`src/inc/system_bus_error_pkg.sv`:
```
package system_bus_error_pkg;

    // ==========================================
    // Bus geometry
    localparam int unsigned ADDR_W = 10;
    localparam int unsigned DATA_W = 32;
    localparam int unsigned FLAG_W = 8;
    localparam int unsigned SYS_ADDR_W = 36;

    // ==========================================
    // Register indices, byte address is four times the index
    localparam logic [7:0] IDX_HUB_A_SERR_ENABLE = 8'h5c;
    localparam logic [7:0] IDX_FIRST_ERROR_LOG = 8'h60;
    localparam logic [7:0] IDX_NEXT_ERROR_LOG = 8'h62;
    localparam logic [7:0] IDX_SCI_ENABLE = 8'h68;
    localparam logic [7:0] IDX_SMI_ENABLE = 8'h6a;
    localparam logic [7:0] IDX_SERR_ENABLE = 8'h6c;
    localparam logic [7:0] IDX_IRQ_STATUS = 8'h70;
    localparam logic [7:0] IDX_IRQ_MASK = 8'h71;

    // ==========================================
    // Reset values and field layouts
    localparam logic [7:0] FLAGS_RESET = 8'h00;
    localparam logic [7:0] ENABLE_RESET = 8'h00;
    localparam logic [1:0] IRQ_RESET = 2'h0;
    localparam logic [7:0] HUB_A_ENABLE_WRITABLE = 8'h51;
    localparam int unsigned BIT_BUS_INIT = 7;
    localparam int unsigned BIT_EXTERNAL_ERROR = 6;
    localparam int unsigned BIT_LOCK_OUTSIDE_DRAM = 5;
    localparam int unsigned BIT_ABOVE_MEMORY_TOP = 4;
    localparam int unsigned BIT_DATA_PARITY = 3;
    localparam int unsigned BIT_ADDRESS_STROBE_GLITCH = 2;
    localparam int unsigned BIT_DATA_STROBE_GLITCH = 1;
    localparam int unsigned BIT_REQUEST_PARITY = 0;
    localparam int unsigned IRQ_W = 2;
    localparam int unsigned IRQ_FIRST_CAPTURED = 0;
    localparam int unsigned IRQ_NEXT_ADDED = 1;
    localparam logic [35:0] FOUR_GB = 36'h1_0000_0000;

    // ==========================================
    // Carriers
    typedef struct packed {
        logic address_strobe_glitch;
        logic data_strobe_glitch;
        logic data_parity;
        logic request_address_parity;
    } strobe_parity_events_t;

    typedef struct packed {
        logic valid;
        logic locked;
        logic decodes_dram;
        logic [35:0] address;
    } bus_cycle_t;

    function automatic logic [9:0] byte_addr(input logic [7:0] idx);
        byte_addr = {idx, 2'b00};
    endfunction : byte_addr

endpackage : system_bus_error_pkg

```
`src/rtl/system_bus_error_log.sv`:
```
// Added by the designer: the Avalon-MM slave port.
`timescale 1ns/10ps
module system_bus_error_log
(
    input wire logic i_core_clk,
    input wire logic i_resetn,
    input wire logic [system_bus_error_pkg::ADDR_W-1:0] i_avs_address,
    input wire logic i_avs_read,
    input wire logic i_avs_write,
    input wire logic [system_bus_error_pkg::DATA_W-1:0] i_avs_writedata,
    input wire logic [3:0] i_avs_byteenable,
    output logic [system_bus_error_pkg::DATA_W-1:0] o_avs_readdata,
    output logic o_avs_waitrequest,
    input wire logic i_bus_init_error_signal_n,
    input wire logic i_processor_external_error_signal_n,
    input wire system_bus_error_pkg::bus_cycle_t i_bus_cycle,
    input wire logic [system_bus_error_pkg::SYS_ADDR_W-1:0] i_last_row_boundary,
    input wire system_bus_error_pkg::strobe_parity_events_t i_strobe_parity,
    input wire logic [7:0] i_hub_a_first_error_log,
    input wire logic [7:0] i_hub_a_next_error_log,
    output logic o_sci,
    output logic o_smi,
    output logic o_serr,
    output logic o_irq
);

    // ==========================================
    // Error detection
    logic bus_init_prev_n;
    logic external_prev_n;
    logic [7:0] events;
    logic above_top;

    // Pins idle high; reset to the idle level so release is not an edge
    always_ff @(posedge i_core_clk)
    begin
        if (!i_resetn)
        begin
            bus_init_prev_n <= 1'b1;
            external_prev_n <= 1'b1;
        end
        else
        begin
            bus_init_prev_n <= i_bus_init_error_signal_n;
            external_prev_n <= i_processor_external_error_signal_n;
        end
    end

    assign above_top = (i_bus_cycle.address > i_last_row_boundary)
        && (i_bus_cycle.address >= system_bus_error_pkg::FOUR_GB);

    always_comb
    begin
        events = 8'h00;
        events[system_bus_error_pkg::BIT_BUS_INIT] =
            bus_init_prev_n & ~i_bus_init_error_signal_n;
        events[system_bus_error_pkg::BIT_EXTERNAL_ERROR] =
            external_prev_n & ~i_processor_external_error_signal_n;
        events[system_bus_error_pkg::BIT_LOCK_OUTSIDE_DRAM] =
            i_bus_cycle.valid & i_bus_cycle.locked & ~i_bus_cycle.decodes_dram;
        events[system_bus_error_pkg::BIT_ABOVE_MEMORY_TOP] =
            i_bus_cycle.valid & above_top;
        events[system_bus_error_pkg::BIT_DATA_PARITY] =
            i_strobe_parity.data_parity;
        events[system_bus_error_pkg::BIT_ADDRESS_STROBE_GLITCH] =
            i_strobe_parity.address_strobe_glitch;
        events[system_bus_error_pkg::BIT_DATA_STROBE_GLITCH] =
            i_strobe_parity.data_strobe_glitch;
        events[system_bus_error_pkg::BIT_REQUEST_PARITY] =
            i_strobe_parity.request_address_parity;
    end

    // ==========================================
    // Bus slave: one wait state, then accept
    logic ack;
    logic accept;
    logic wr_accept;
    logic rd_accept;

    always_ff @(posedge i_core_clk)
    begin
        if (!i_resetn)
        begin
            ack <= 1'b0;
        end
        else
        begin
            ack <= (i_avs_read | i_avs_write) & ~ack;
        end
    end

    assign o_avs_waitrequest = (i_avs_read | i_avs_write) & ~ack;
    assign accept = (i_avs_read | i_avs_write) & ack;
    assign wr_accept = accept & i_avs_write & i_avs_byteenable[0];
    assign rd_accept = accept & i_avs_read;

    function automatic logic hit(input logic [9:0] a, input logic [7:0] idx);
        hit = (a == system_bus_error_pkg::byte_addr(idx));
    endfunction : hit

    // ==========================================
    // Error logs
    logic [7:0] first_log;
    logic [7:0] next_log;
    logic [7:0] first_set;
    logic [7:0] next_set;
    logic [7:0] first_clr;
    logic [7:0] next_clr;

    // Simultaneous errors: most severe (highest bit) is the first one
    function automatic logic [7:0] top_bit(input logic [7:0] v);
        top_bit = 8'h00;
        for (int i = 0; i < 8; i++)
        begin
            if (v[i])
            begin
                top_bit = 8'h01 << i;
            end
        end
    endfunction : top_bit

    assign first_set = (first_log == 8'h00) ? top_bit(events) : 8'h00;
    assign next_set = events & ~first_set;
    assign first_clr = (wr_accept && hit(i_avs_address,
        system_bus_error_pkg::IDX_FIRST_ERROR_LOG)) ? i_avs_writedata[7:0] : 8'h00;
    assign next_clr = (wr_accept && hit(i_avs_address,
        system_bus_error_pkg::IDX_NEXT_ERROR_LOG)) ? i_avs_writedata[7:0] : 8'h00;

    // Set wins over a clear in the same cycle
    always_ff @(posedge i_core_clk)
    begin
        if (!i_resetn)
        begin
            first_log <= system_bus_error_pkg::FLAGS_RESET;
        end
        else
        begin
            first_log <= (first_log & ~first_clr) | first_set;
        end
    end

    always_ff @(posedge i_core_clk)
    begin
        if (!i_resetn)
        begin
            next_log <= system_bus_error_pkg::FLAGS_RESET;
        end
        else
        begin
            next_log <= (next_log & ~next_clr) | next_set;
        end
    end

    // ==========================================
    // Enable registers
    logic [7:0] sci_enable;
    logic [7:0] smi_enable;
    logic [7:0] serr_enable;
    logic [7:0] hub_a_serr_enable;
    logic [1:0] irq_mask;

    always_ff @(posedge i_core_clk)
    begin
        if (!i_resetn)
        begin
            sci_enable <= system_bus_error_pkg::ENABLE_RESET;
            smi_enable <= system_bus_error_pkg::ENABLE_RESET;
            serr_enable <= system_bus_error_pkg::ENABLE_RESET;
            hub_a_serr_enable <= system_bus_error_pkg::ENABLE_RESET;
            irq_mask <= system_bus_error_pkg::IRQ_RESET;
        end
        else if (wr_accept)
        begin
            if (hit(i_avs_address, system_bus_error_pkg::IDX_SCI_ENABLE))
            begin
                sci_enable <= i_avs_writedata[7:0];
            end
            else if (hit(i_avs_address, system_bus_error_pkg::IDX_SMI_ENABLE))
            begin
                smi_enable <= i_avs_writedata[7:0];
            end
            else if (hit(i_avs_address, system_bus_error_pkg::IDX_SERR_ENABLE))
            begin
                serr_enable <= i_avs_writedata[7:0];
            end
            else if (hit(i_avs_address, system_bus_error_pkg::IDX_HUB_A_SERR_ENABLE))
            begin
                hub_a_serr_enable <= i_avs_writedata[7:0]
                    & system_bus_error_pkg::HUB_A_ENABLE_WRITABLE;
            end
            else if (hit(i_avs_address, system_bus_error_pkg::IDX_IRQ_MASK))
            begin
                irq_mask <= i_avs_writedata[1:0];
            end
        end
    end

    // ==========================================
    // Message outputs
    logic [7:0] all_flags;
    logic [7:0] hub_flags;

    assign all_flags = first_log | next_log;
    assign hub_flags = i_hub_a_first_error_log | i_hub_a_next_error_log;

    // Overlapping enables give several messages; software must avoid that
    always_ff @(posedge i_core_clk)
    begin
        if (!i_resetn)
        begin
            o_sci <= 1'b0;
            o_smi <= 1'b0;
            o_serr <= 1'b0;
        end
        else
        begin
            o_sci <= |(all_flags & sci_enable);
            o_smi <= |(all_flags & smi_enable);
            o_serr <= |(all_flags & serr_enable)
                | |(hub_flags & hub_a_serr_enable);
        end
    end

    // ==========================================
    // Interrupt status, cleared by a read
    logic [1:0] irq_status;
    logic [1:0] irq_set;
    logic irq_rd;

    assign irq_set = {|next_set, |first_set};
    assign irq_rd = rd_accept && hit(i_avs_address, system_bus_error_pkg::IDX_IRQ_STATUS);

    always_ff @(posedge i_core_clk)
    begin
        if (!i_resetn)
        begin
            irq_status <= system_bus_error_pkg::IRQ_RESET;
            o_irq <= 1'b0;
        end
        else
        begin
            irq_status <= (irq_rd ? 2'h0 : irq_status) | irq_set;
            o_irq <= |(irq_status & irq_mask);
        end
    end

    // ==========================================
    // Read data, captured in the wait cycle so it stands at accept
    always_ff @(posedge i_core_clk)
    begin
        if (!i_resetn)
        begin
            o_avs_readdata <= 32'h0000_0000;
        end
        else if (i_avs_read && !ack)
        begin
            if (hit(i_avs_address, system_bus_error_pkg::IDX_FIRST_ERROR_LOG))
            begin
                o_avs_readdata <= {24'h00_0000, first_log};
            end
            else if (hit(i_avs_address, system_bus_error_pkg::IDX_NEXT_ERROR_LOG))
            begin
                o_avs_readdata <= {24'h00_0000, next_log};
            end
            else if (hit(i_avs_address, system_bus_error_pkg::IDX_SCI_ENABLE))
            begin
                o_avs_readdata <= {24'h00_0000, sci_enable};
            end
            else if (hit(i_avs_address, system_bus_error_pkg::IDX_SMI_ENABLE))
            begin
                o_avs_readdata <= {24'h00_0000, smi_enable};
            end
            else if (hit(i_avs_address, system_bus_error_pkg::IDX_SERR_ENABLE))
            begin
                o_avs_readdata <= {24'h00_0000, serr_enable};
            end
            else if (hit(i_avs_address, system_bus_error_pkg::IDX_HUB_A_SERR_ENABLE))
            begin
                o_avs_readdata <= {24'h00_0000, hub_a_serr_enable};
            end
            else if (hit(i_avs_address, system_bus_error_pkg::IDX_IRQ_STATUS))
            begin
                o_avs_readdata <= {30'h0, irq_status};
            end
            else if (hit(i_avs_address, system_bus_error_pkg::IDX_IRQ_MASK))
            begin
                o_avs_readdata <= {30'h0, irq_mask};
            end
            else
            begin
                o_avs_readdata <= 32'h0000_0000;
            end
        end
    end
endmodule : system_bus_error_log
```
`config.mk`:
```
export PLATFORM = sky130hd
export DESIGN_NAME = system_bus_error_log
export DESIGN_NICKNAME = d
export VERILOG_FILES = /design/src/inc/system_bus_error_pkg.sv /design/src/rtl/system_bus_error_log.sv
export SDC_FILE = /design/constraint.sdc
export NUM_CORES = 1
export LEC_CHECK = 0
export BUFFER_PORTS_ARGS = -buffer_cell sky130_fd_sc_hd__buf_4
export CAP_MARGIN = 10
export CORE_MARGIN = 2
export CORE_UTILIZATION = 52
export DETAILED_ROUTE_END_ITERATION = 6
export PLACE_DENSITY_LB_ADDON = 0.1
export SLEW_MARGIN = 5
export SYNTH_ARGS = -nofsm -noshare
export SYNTH_HDL_FRONTEND = slang
export SYNTH_SLANG_ARGS = --single-unit
```
`constraint.sdc`:
```
create_clock -name i_core_clk -period 4.7 [get_ports i_core_clk]
set_input_delay 0.47 -clock i_core_clk [delete_from_list [all_inputs] [get_ports i_core_clk]]
set_output_delay 0.47 -clock i_core_clk [all_outputs]
set_load 0.1 [all_outputs]
```
==> results.py, run 1 <==
metrics = {
    "global_route": {
        "grt_pass1_wl_mm": 19.7,
        "grt_overflow": 0,
        "grt_max_degree": 47,
        "track_usage_pct": 28.0,
        "antenna_found_initial": 0,
        "grt_pass1_vias": 4185,
    },
    "clocking": {
        "cts_buffers": 9,
        "htreeDepth": 3,
        "ctsHoldBuffers": 0,
        "cts.clk_slew.worst_paths_ps": 70,
        "cts_tree": "done",
        "cts_num_sinks": 62,
        "clock_latency_ps": 360,
        "post_cts_buffers": 0,
        "clock_path_buffers": 2,
        "cts-root-buf": "clkbuf_8",
        "post_cts_resized": 0,
    },
    "synthesis": {
        "syn_inst": 535,
        "synth_top_area_share_pct": 29.1,
        "yosysWarningCount": 0,
        "synth.distinct_cells": 69,
        "synth_seq_cells": 62,
        "synth-edff-count": 0,
        "synth_largest_area_cell": "dfxtp_1",
        "synth_ff_type": "dfxtp_1",
        "synth_mux_area_share_pct": 4.49,
        "syn_area_um2": 4270,
        "synth-async-reset-ratio_pct": 0,
        "synth_area_leaders": "dfxtp_1 (29%), ha_1 (11%), a21oi_1 (5.4%)",
        "yosysSeqAreaShare_pct": 29.1,
        "synth_top_family_by_area": "simple AND/OR/NAND/NOR gates",
        "synth_xor_area_share_pct": 0,
        "syn_area_per_cell_um2": 7.98,
        "synthSimpleGateAreaFrac_pct": 23.3,
        "synth_compound_area_share_pct": 22.3,
        "synthAdderAreaFrac_pct": 10.6,
    },
    "routing": {
        "routed_via_density": 5.85,
        "drtIter0Drc": 444,
        "dr_total_vias": 4432,
        "ant_nets": 0,
        "drc": 0,
        "dr.pass1.iters": 5,
        "routed_wl_mm": 12.0,
        "wl_per_cell_um": 15.8,
    },
    "critical_path": {
        "cpMostUsedCell": "nand2_1",
        "crit_fanout": 11,
        "crit_slowest_cell": "or4b_1",
        "cp-end-kind": "register",
        "crit_arrival_ps": 2910,
        "cp_top_family": "simple AND/OR/NAND/NOR gates",
        "worst_ep_required_time_ps": 4890,
        "path_buf_inv": 1,
        "crit_chain": "buf_4 > or4b_1 > nor4_4 > and2_1 > nand2_1 > nand2_1 > a21oi_1",
        "start_kind": "input port",
        "path_class": "in2reg",
        "critPathMaxStageDelay_ps": 770,
    },
    "timing": {
        "min_period_over_period_pct": 58.0,
        "maxSlewHeadroom_pct": 44.2,
        "max_freq_mhz": 367,
        "rsz0062_at_grt": "no",
        "slew_viol_final": 0,
        "worst_slew_pin_slew_ps": 825,
        "hold_viol": 0,
        "layout_setup_ws_ps": 1970,
        "skew_ps": 10.4,
        "fin_crit_ps": 2730,
        "setup_viol": 0,
        "tns_ps": 0,
    },
    "power": {
        "leakagePower_nw": 2.48,
        "power.total_mw": 1.47,
        "power_density_nw_per_um2": 274,
        "ir_worst_vdd_uv": 345,
    },
    "die": {
        "start_util_pct": 52.7,
        "core_um2": 8090,
        "fp.dieH_um": 94.6,
        "dieArea_um2": 8950,
        "die_x_um": 94.6,
        "rows": 33,
        "num_io_pins": 184,
    },
    "placement": {
        "pre_cts_ws_ps": 1710,
        "io_buffers": 122,
        "hpwlAfterDp_mm": 9.24,
        "gp_congestion": 0.993,
    },
    "final_layout": {
        "syn2layout_area_growth_pct": 25.5,
        "diodes": 0,
        "final_nets": 831,
        "drive_above_1_share_pct": 23.1,
    },
    "outcome": {
        "status": "finished clean",
    },
    "hold_path": {
        "hp-class": "in2reg",
    },
    "run": {
        "cap_violations": 0,
    },
}
registers in the layout (all words and copies together) (netlist names):
signal	flops
o_irq	1
external_prev_n	1
bus_init_prev_n	1
o_avs_readdata	8
smi_enable	8
hub_a_serr_enable	3
ack	1
irq_status	2
irq_mask	2
next_log	8
o_serr	1
first_log	8
serr_enable	8
o_smi	1
o_sci	1
sci_enable	8
worst paths after layout:
check / cells past startpoint / slack [ps] / end / start
setup / recovery: 7 / 1970 / serr_enable[2] / i_avs_address[9]
hold / removal: 2 / 310 / bus_init_prev_n / i_bus_init_error_signal_n
setup reg to reg: 6 / 2310 / irq_status[1] / first_log[6]
hold reg to reg: 2 / 480 / serr_enable[4] / serr_enable[4]
where the power goes:
part           switching [mW]  internal (mW)  leakage, nW
registers              0.0260          0.546        0.505
clock network           0.221          0.299       0.0977
logic                   0.247          0.131         1.88
total                   0.494          0.976         2.48
cells by family after synthesis:
kind of cell | count (synthesis)
other | 1
AOI/OAI and AO/OA | 151
DFF | 62
muxes | 19
adders and majority gates | 36
buffers and inverters | 87
and+or+nand+nor | 179
routing by layer:
| layer | up-vias | track usage (%) | wire (um) |
|---|---|---|---|
| li1 | 2136 | - | - |
| met1 | 2047 | 36.0 | 5020 |
| met2 | 224 | 47.5 | 5750 |
| met3 | 25 | 6.46 | 1030 |
| met4 | 0 | 6.76 | 182 |
| met5 | - | 0 | 0 |
cell usage in the layout (no fill, tap or decap), types with 18 or more instances in the layout:
| cell type | n |
|---|---|
| buf_4 | 123 |
| dfxtp_1 | 62 |
| a21oi_1 | 46 |
| nand2_1 | 44 |
| nor2_1 | 43 |
| inv_1 | 42 |
| o21ai_0 | 42 |
| ha_1 | 36 |
| nand3_1 | 26 |
| conb_1 | 24 |
| mux2i_1 | 18 |
Yosys cell counts (3+ instances only):
cell      number
ha_1          36
nor4_4         3
clkbuf_1      13
nor4_1         6
inv_1         42
nor3_1         7
and4_1         5
a21o_1         3
o21a_1         6
nor2_1        43
nand4_1       13
buf_4         25
mux2i_1       18
buf_1          3
a21oi_1       46
nand2_1       44
dfxtp_1       62
a32oi_1        3
o21ai_0       42
a22oi_1        9
nand3_1       26
a31oi_1        6
a221oi_1       4
o211ai_1       3
nand2b_1       7
nor4b_1        3
nor2b_1        4
o31ai_1        3
per-stage QoR:
step | hold WS, ps | instance area (um2) | utilization [%] | cells
5_1_grt | 308 | 5360 | 66.2 | 758
6_report | 306 | 5360 | 66.2 | 758
2_1_floorplan | 442 | 4350 | - | 558
3_5_place_dp | 468 | 5130 | 63.4 | 742
3_3_place_gp | 443 | 5130 | 63.4 | 742
4_1_cts | 302 | 5360 | 66.2 | 758
layout make-up:
cell class,count,area (um2)
clock inverter,7,98.8
timing repair buffer,123,923
sequential,62,1240
multi-input combinational,409,2680
tap,105,131
inverter,43,161
clock buffer,9,124
fill,711,2740
Note: power is estimated with default switching activity, not from simulation.
==> run 2, diff against run 1 <==
Settings changed: ABC_AREA from default to 1, CORE_UTILIZATION 52 to 49.
Clock period 4.7 ns to 2.65 ns, I/O delays scaled along.
==> results.py, run 2 <==
metrics = {
    "die": {
        "start_util_pct": 50.2,
        "rows": 34,
        "dieArea_um2": 9610,
        "core_um2": 8640,
        "num_io_pins": 184,
        "die_x_um": 98.0,
        "fp.dieH_um": 98.0,
    },
    "routing": {
        "routed_via_density": 5.18,
        "drc": 0,
        "drtIter0Drc": 219,
        "ant_nets": 0,
        "dr.pass1.iters": 5,
        "routed_wl_mm": 11.5,
        "dr_total_vias": 4494,
        "wl_per_cell_um": 13.3,
    },
    "power": {
        "power_density_nw_per_um2": 439,
        "ir_worst_vdd_uv": 198,
        "leakagePower_nw": 2.72,
    },
    "synthesis": {
        "synth_top_area_share_pct": 28.7,
        "yosysSeqAreaShare_pct": 28.7,
        "synth-async-reset-ratio_pct": 0,
        "synth_ff_type": "dfxtp_1",
        "synth_largest_area_cell": "dfxtp_1",
        "yosysWarningCount": 0,
        "synthTopCellsByCount": "inv_1 (109), nand2_1 (99), a21oi_1 (70)",
        "syn_inst": 632,
        "yosysMostFrequentCell": "inv_1",
        "syn_area_per_cell_um2": 6.85,
        "synth_area_leaders": "dfxtp_1 (29%), ha_1 (10%), inv_1 (9.4%)",
        "syn_area_um2": 4330,
        "synth_seq_cells": 62,
        "synth.distinct_cells": 46,
        "synth-edff-count": 0,
    },
    "global_route": {
        "track_usage_pct": 24.3,
        "grt_max_degree": 34,
        "antenna_found_initial": 0,
        "grt_overflow": 0,
        "grt_pass1_vias": 4260,
        "grt_pass1_wl_mm": 19.2,
    },
    "critical_path": {
        "crit_arrival_ps": 1990,
        "cp-end-kind": "register",
        "crit_fanout": 7,
        "crit_chain": "buf_4 > ha_1 > nand2_1 > nor2_1 > nand2_1 > nor2_2 > nand2_1 > o21ai_1 > inv_1 > nand2_4 > nand3_1 > nand2_1 > nand2_1 > nor2_1 > nor2_1",
        "cpMostUsedCell": "nand2_1",
        "worst_ep_required_time_ps": 2880,
        "start_kind": "input port",
        "critPathMaxStageDelay_ps": 280,
        "cp_top_family": "simple AND/OR/NAND/NOR gates",
        "crit_slowest_cell": "ha_1",
        "path_buf_inv": 2,
        "path_class": "in2reg",
    },
    "final_layout": {
        "syn2layout_area_growth_pct": 24.8,
        "fin_util_pct": 62.6,
        "final_cell_mix": "buf_4 (123), inv_1 (109), nand2_1 (99)",
        "diodes": 0,
        "finalNonFillerCells": 867,
        "fillers": 824,
        "layout_commonest_cell": "buf_4",
        "final_nets": 937,
        "drive_above_1_share_pct": 22.9,
    },
    "timing": {
        "tns_ps": 0,
        "slew_viol_final": 0,
        "setup_viol": 0,
        "maxSlewHeadroom_pct": 48.7,
        "skew_ps": 11.4,
        "min_period_over_period_pct": 66.6,
        "fin_crit_ps": 1760,
        "worst_slew_pin_slew_ps": 767,
        "hold_viol": 0,
        "max_freq_mhz": 567,
        "rsz0062_at_grt": "no",
    },
    "clocking": {
        "post_cts_buffers": 0,
        "cts.clk_slew.worst_paths_ps": 70,
        "ctsHoldBuffers": 0,
        "clock_latency_ps": 350,
        "post_cts_resized": 0,
        "cts_buffers": 9,
        "clock_path_buffers": 2,
        "htreeDepth": 3,
        "cts_num_sinks": 62,
        "cts_tree": "done",
        "cts-root-buf": "clkbuf_8",
    },
    "placement": {
        "gp_congestion": 0.888,
        "hpwlAfterDp_mm": 9.37,
        "dp_cells": 851,
        "io_buffers": 122,
    },
    "hold_path": {
        "hp-class": "in2reg",
    },
    "outcome": {
        "status": "finished clean",
    },
    "run": {
        "cap_violations": 0,
    },
}
[run 2: power breakdown]
group	leakage [nW]	switching (mW)	internal, mW
registers	0.504	0.0288	0.961
clock network	0.0852	0.401	0.340
logic	2.13	0.426	0.217
total	2.72	0.856	1.52
[run 2: routing by layer]
metal / vias to the layer above / track usage [%] / share of wire [%]
met5: - / 0 / 0
met2: 164 / 42.7 / 49
met4: 0 / 7.05 / 1.6
li1: 2261 / - / -
met3: 17 / 4.72 / 7.0
met1: 2052 / 30.1 / 43
[run 2: cell families after synthesis]
group / share of synthesized area [%]
buffers and inverters: 15.9
AO/OA/AOI/OAI: 21.8
adder cells (fa/ha/maj): 10.4
AND/OR/NAND/NOR: 23.3
flip-flops: 28.7
other: 0.0866
[run 2: area by class of cell]
cell class | instances | area [um2] | share of cell area [%]
clock buffer | 9 | 124 | 2.29
clock inverter | 7 | 51.3 | 0.949
inverter | 117 | 440 | 8.15
multi-input combinational | 441 | 2490 | 46.1
sequential | 62 | 1240 | 23.0
tap | 108 | 135 | 2.50
timing repair buffer | 123 | 923 | 17.1
[run 2: per-stage QoR]
step | hold slack [ps] | instance area [um2] | power [mW] | setup WS, ps
6_report | 105 | 5410 | 2.37 | 886
5_1_grt | 107 | 5410 | 2.50 | 674
4_1_cts | 100 | 5410 | 2.38 | 865
3_5_place_dp | 457 | 5230 | 1.65 | 507
3_3_place_gp | 447 | 5230 | 1.64 | 520
2_1_floorplan | 362 | 4420 | 1.46 | 792
[run 2: worst register-to-register path: cells and delay by family, from the launching register on]
family	cells	cell delay [ps]
AOI/OAI and AO/OA	1	150
buffers and inverters	1	60
DFF	1	370
and+or+nand+nor	10	1030
[run 2: worst paths after layout]
| kind | from | endpoint | slack, ps | cells past startpoint |
|---|---|---|---|---|
| max | i_bus_cycle[27] | irq_status[1] | 890 | 15 |
| min | i_bus_init_error_signal_n | bus_init_prev_n | 100 | 3 |
| max reg2reg | first_log[4] | irq_status[1] | 930 | 12 |
| min reg2reg | irq_mask[0] | o_irq | 470 | 2 |
==> run 3, diff against run 2 <==
Settings changed: ABC_AREA 1 to 0.
Clock period 2.65 ns to 1.8 ns, I/O delays scaled along.
==> results.py, run 3 (same netlist as run 1, synthesis figures left out) <==
metrics = {
    "critical_path": {
        "path_class": "in2reg",
        "start_kind": "input port",
        "crit_fanout": 6,
        "r2r-start": "first_log[7]",
        "cp-end-kind": "register",
        "cp-startpoint": "i_last_row_boundary[30]",
        "worst_ep_required_time_ps": 2040,
        "crit_arrival_ps": 2120,
    },
    "die": {
        "start_util_pct": 49.7,
        "rows": 34,
        "dieArea_um2": 9470,
        "fp.dieH_um": 97.3,
        "num_io_pins": 184,
        "die_x_um": 97.3,
        "core_um2": 8590,
    },
    "final_layout": {
        "final_nets": 892,
        "syn2layout_area_growth_pct": 45.3,
        "final_cell_mix": "buf_4 (170), dfxtp_1 (58), nand2_1 (42), o21ai_0 (42), a21oi_1 (41)",
        "drive_above_1_share_pct": 37.0,
        "diodes": 0,
        "fin_util_pct": 72.2,
        "layout_commonest_cell": "buf_4",
    },
    "routing": {
        "wl_met3_um": 987,
        "wl_met2_mm": 6.74,
        "routedLengthMet1_mm": 5.35,
        "dr_total_vias": 4704,
        "top_layer": "met4",
        "routed_via_density": 5.72,
        "drtIter0Drc": 284,
        "wl_per_cell_um": 16.1,
        "dr.pass1.iters": 5,
        "routed_wl_mm": 13.2,
        "ant_nets": 0,
        "drc": 0,
    },
    "clocking": {
        "cts-root-buf": "clkbuf_8",
        "cts_buffers": 9,
        "clock_latency_ps": 360,
        "cts_num_sinks": 62,
        "cts_tree": "done",
        "ctsHoldBuffers": 0,
        "clock_path_buffers": 2,
        "cts.clk_slew.worst_paths_ps": 80,
        "htreeDepth": 3,
    },
    "timing": {
        "hold_viol": 0,
        "setup_viol": 7,
        "fin_crit_ps": 1880,
        "max_freq_mhz": 531,
        "min_period_over_period_pct": 105,
        "hold_slack_ps": 7.53,
        "skew_ps": 10.7,
        "rsz0062_at_grt": "yes",
        "layout_setup_ws_ps": -84.2,
        "slew_viol_final": 0,
    },
    "global_route": {
        "grt_pass1_vias": 4500,
        "grt_max_degree": 28,
        "track_usage_pct": 27.1,
        "grt_pass1_wl_mm": 21.0,
        "antenna_found_initial": 0,
        "grt_overflow": 0,
    },
    "outcome": {
        "violations": "negative setup slack",
        "status": "finished with violations",
    },
    "placement": {
        "gp_congestion": 0.943,
        "io_buffers": 122,
        "hpwlAfterDp_mm": 10.3,
    },
    "power": {
        "ir_worst_vdd_uv": 424,
        "leakagePower_nw": 2.85,
        "power.total_mw": 3.95,
        "power_density_nw_per_um2": 637,
    },
    "run": {
        "cap_violations": 0,
    },
    "hold_path": {
        "hp-class": "in2reg",
        "holdCritStartpoint": "i_bus_init_error_signal_n",
    },
}
[run 3: power by group]
part           internal (mW)  total (mW)  switching (mW)
clock network          0.671        1.24           0.568
logic                  0.486        1.23           0.741
registers               1.43        1.49          0.0609
[run 3: timing repair]
action	CTS	global route
endpoints found under the hold margin	0	0
resized for setup	16	33
endpoints found under the setup margin	10	32
buffers inserted	5	3
pin swaps	14	28
[run 3: worst max-delay path, stage by stage]
cell and delay (ps):
buf_12 110, inv_12 40, ha_4 190, nand4_1 160
buf_4 140, nor3_1 40, a221o_1 310, a211o_1 330
o21a_2 260, o41a_1 370
[run 3: through the flow]
stage	TNS, ps	instances	worst slack (ps)	instance area, um2
after floorplan	-4250	558	-291	4570
after global placement	-13670	798	-469	5740
after detailed placement	-15240	798	-517	5740
after CTS	-83.0	819	-45.8	6040
after global routing	-1130	822	-150	6200
final	-248	822	-84.2	6200
[run 3: metal layers]
metal	vias to the layer above	track usage [%]
met5	-	0
met3	20	6.26
met2	208	48.8
li1	2254	-
met4	0	6.20
met1	2222	32.9
[run 3: area by class of cell]
cell class,instances,area [um2]
inverter,43,184
clock buffer,10,138
tap,108,135
clock inverter,6,61.3
sequential,62,1250
fill,697,2390
multi-input combinational,409,2980
timing repair buffer,184,1460
[run 3: path summary, 6_finish.rpt]
check / to / slack, ps / depth (start not counted)
hold / removal: bus_init_prev_n / 8 / 2
setup reg to reg: irq_status[1] / -40 / 6
setup / recovery: next_log[2] / -80 / 10
hold reg to reg: o_avs_readdata[0] / 470 / 2
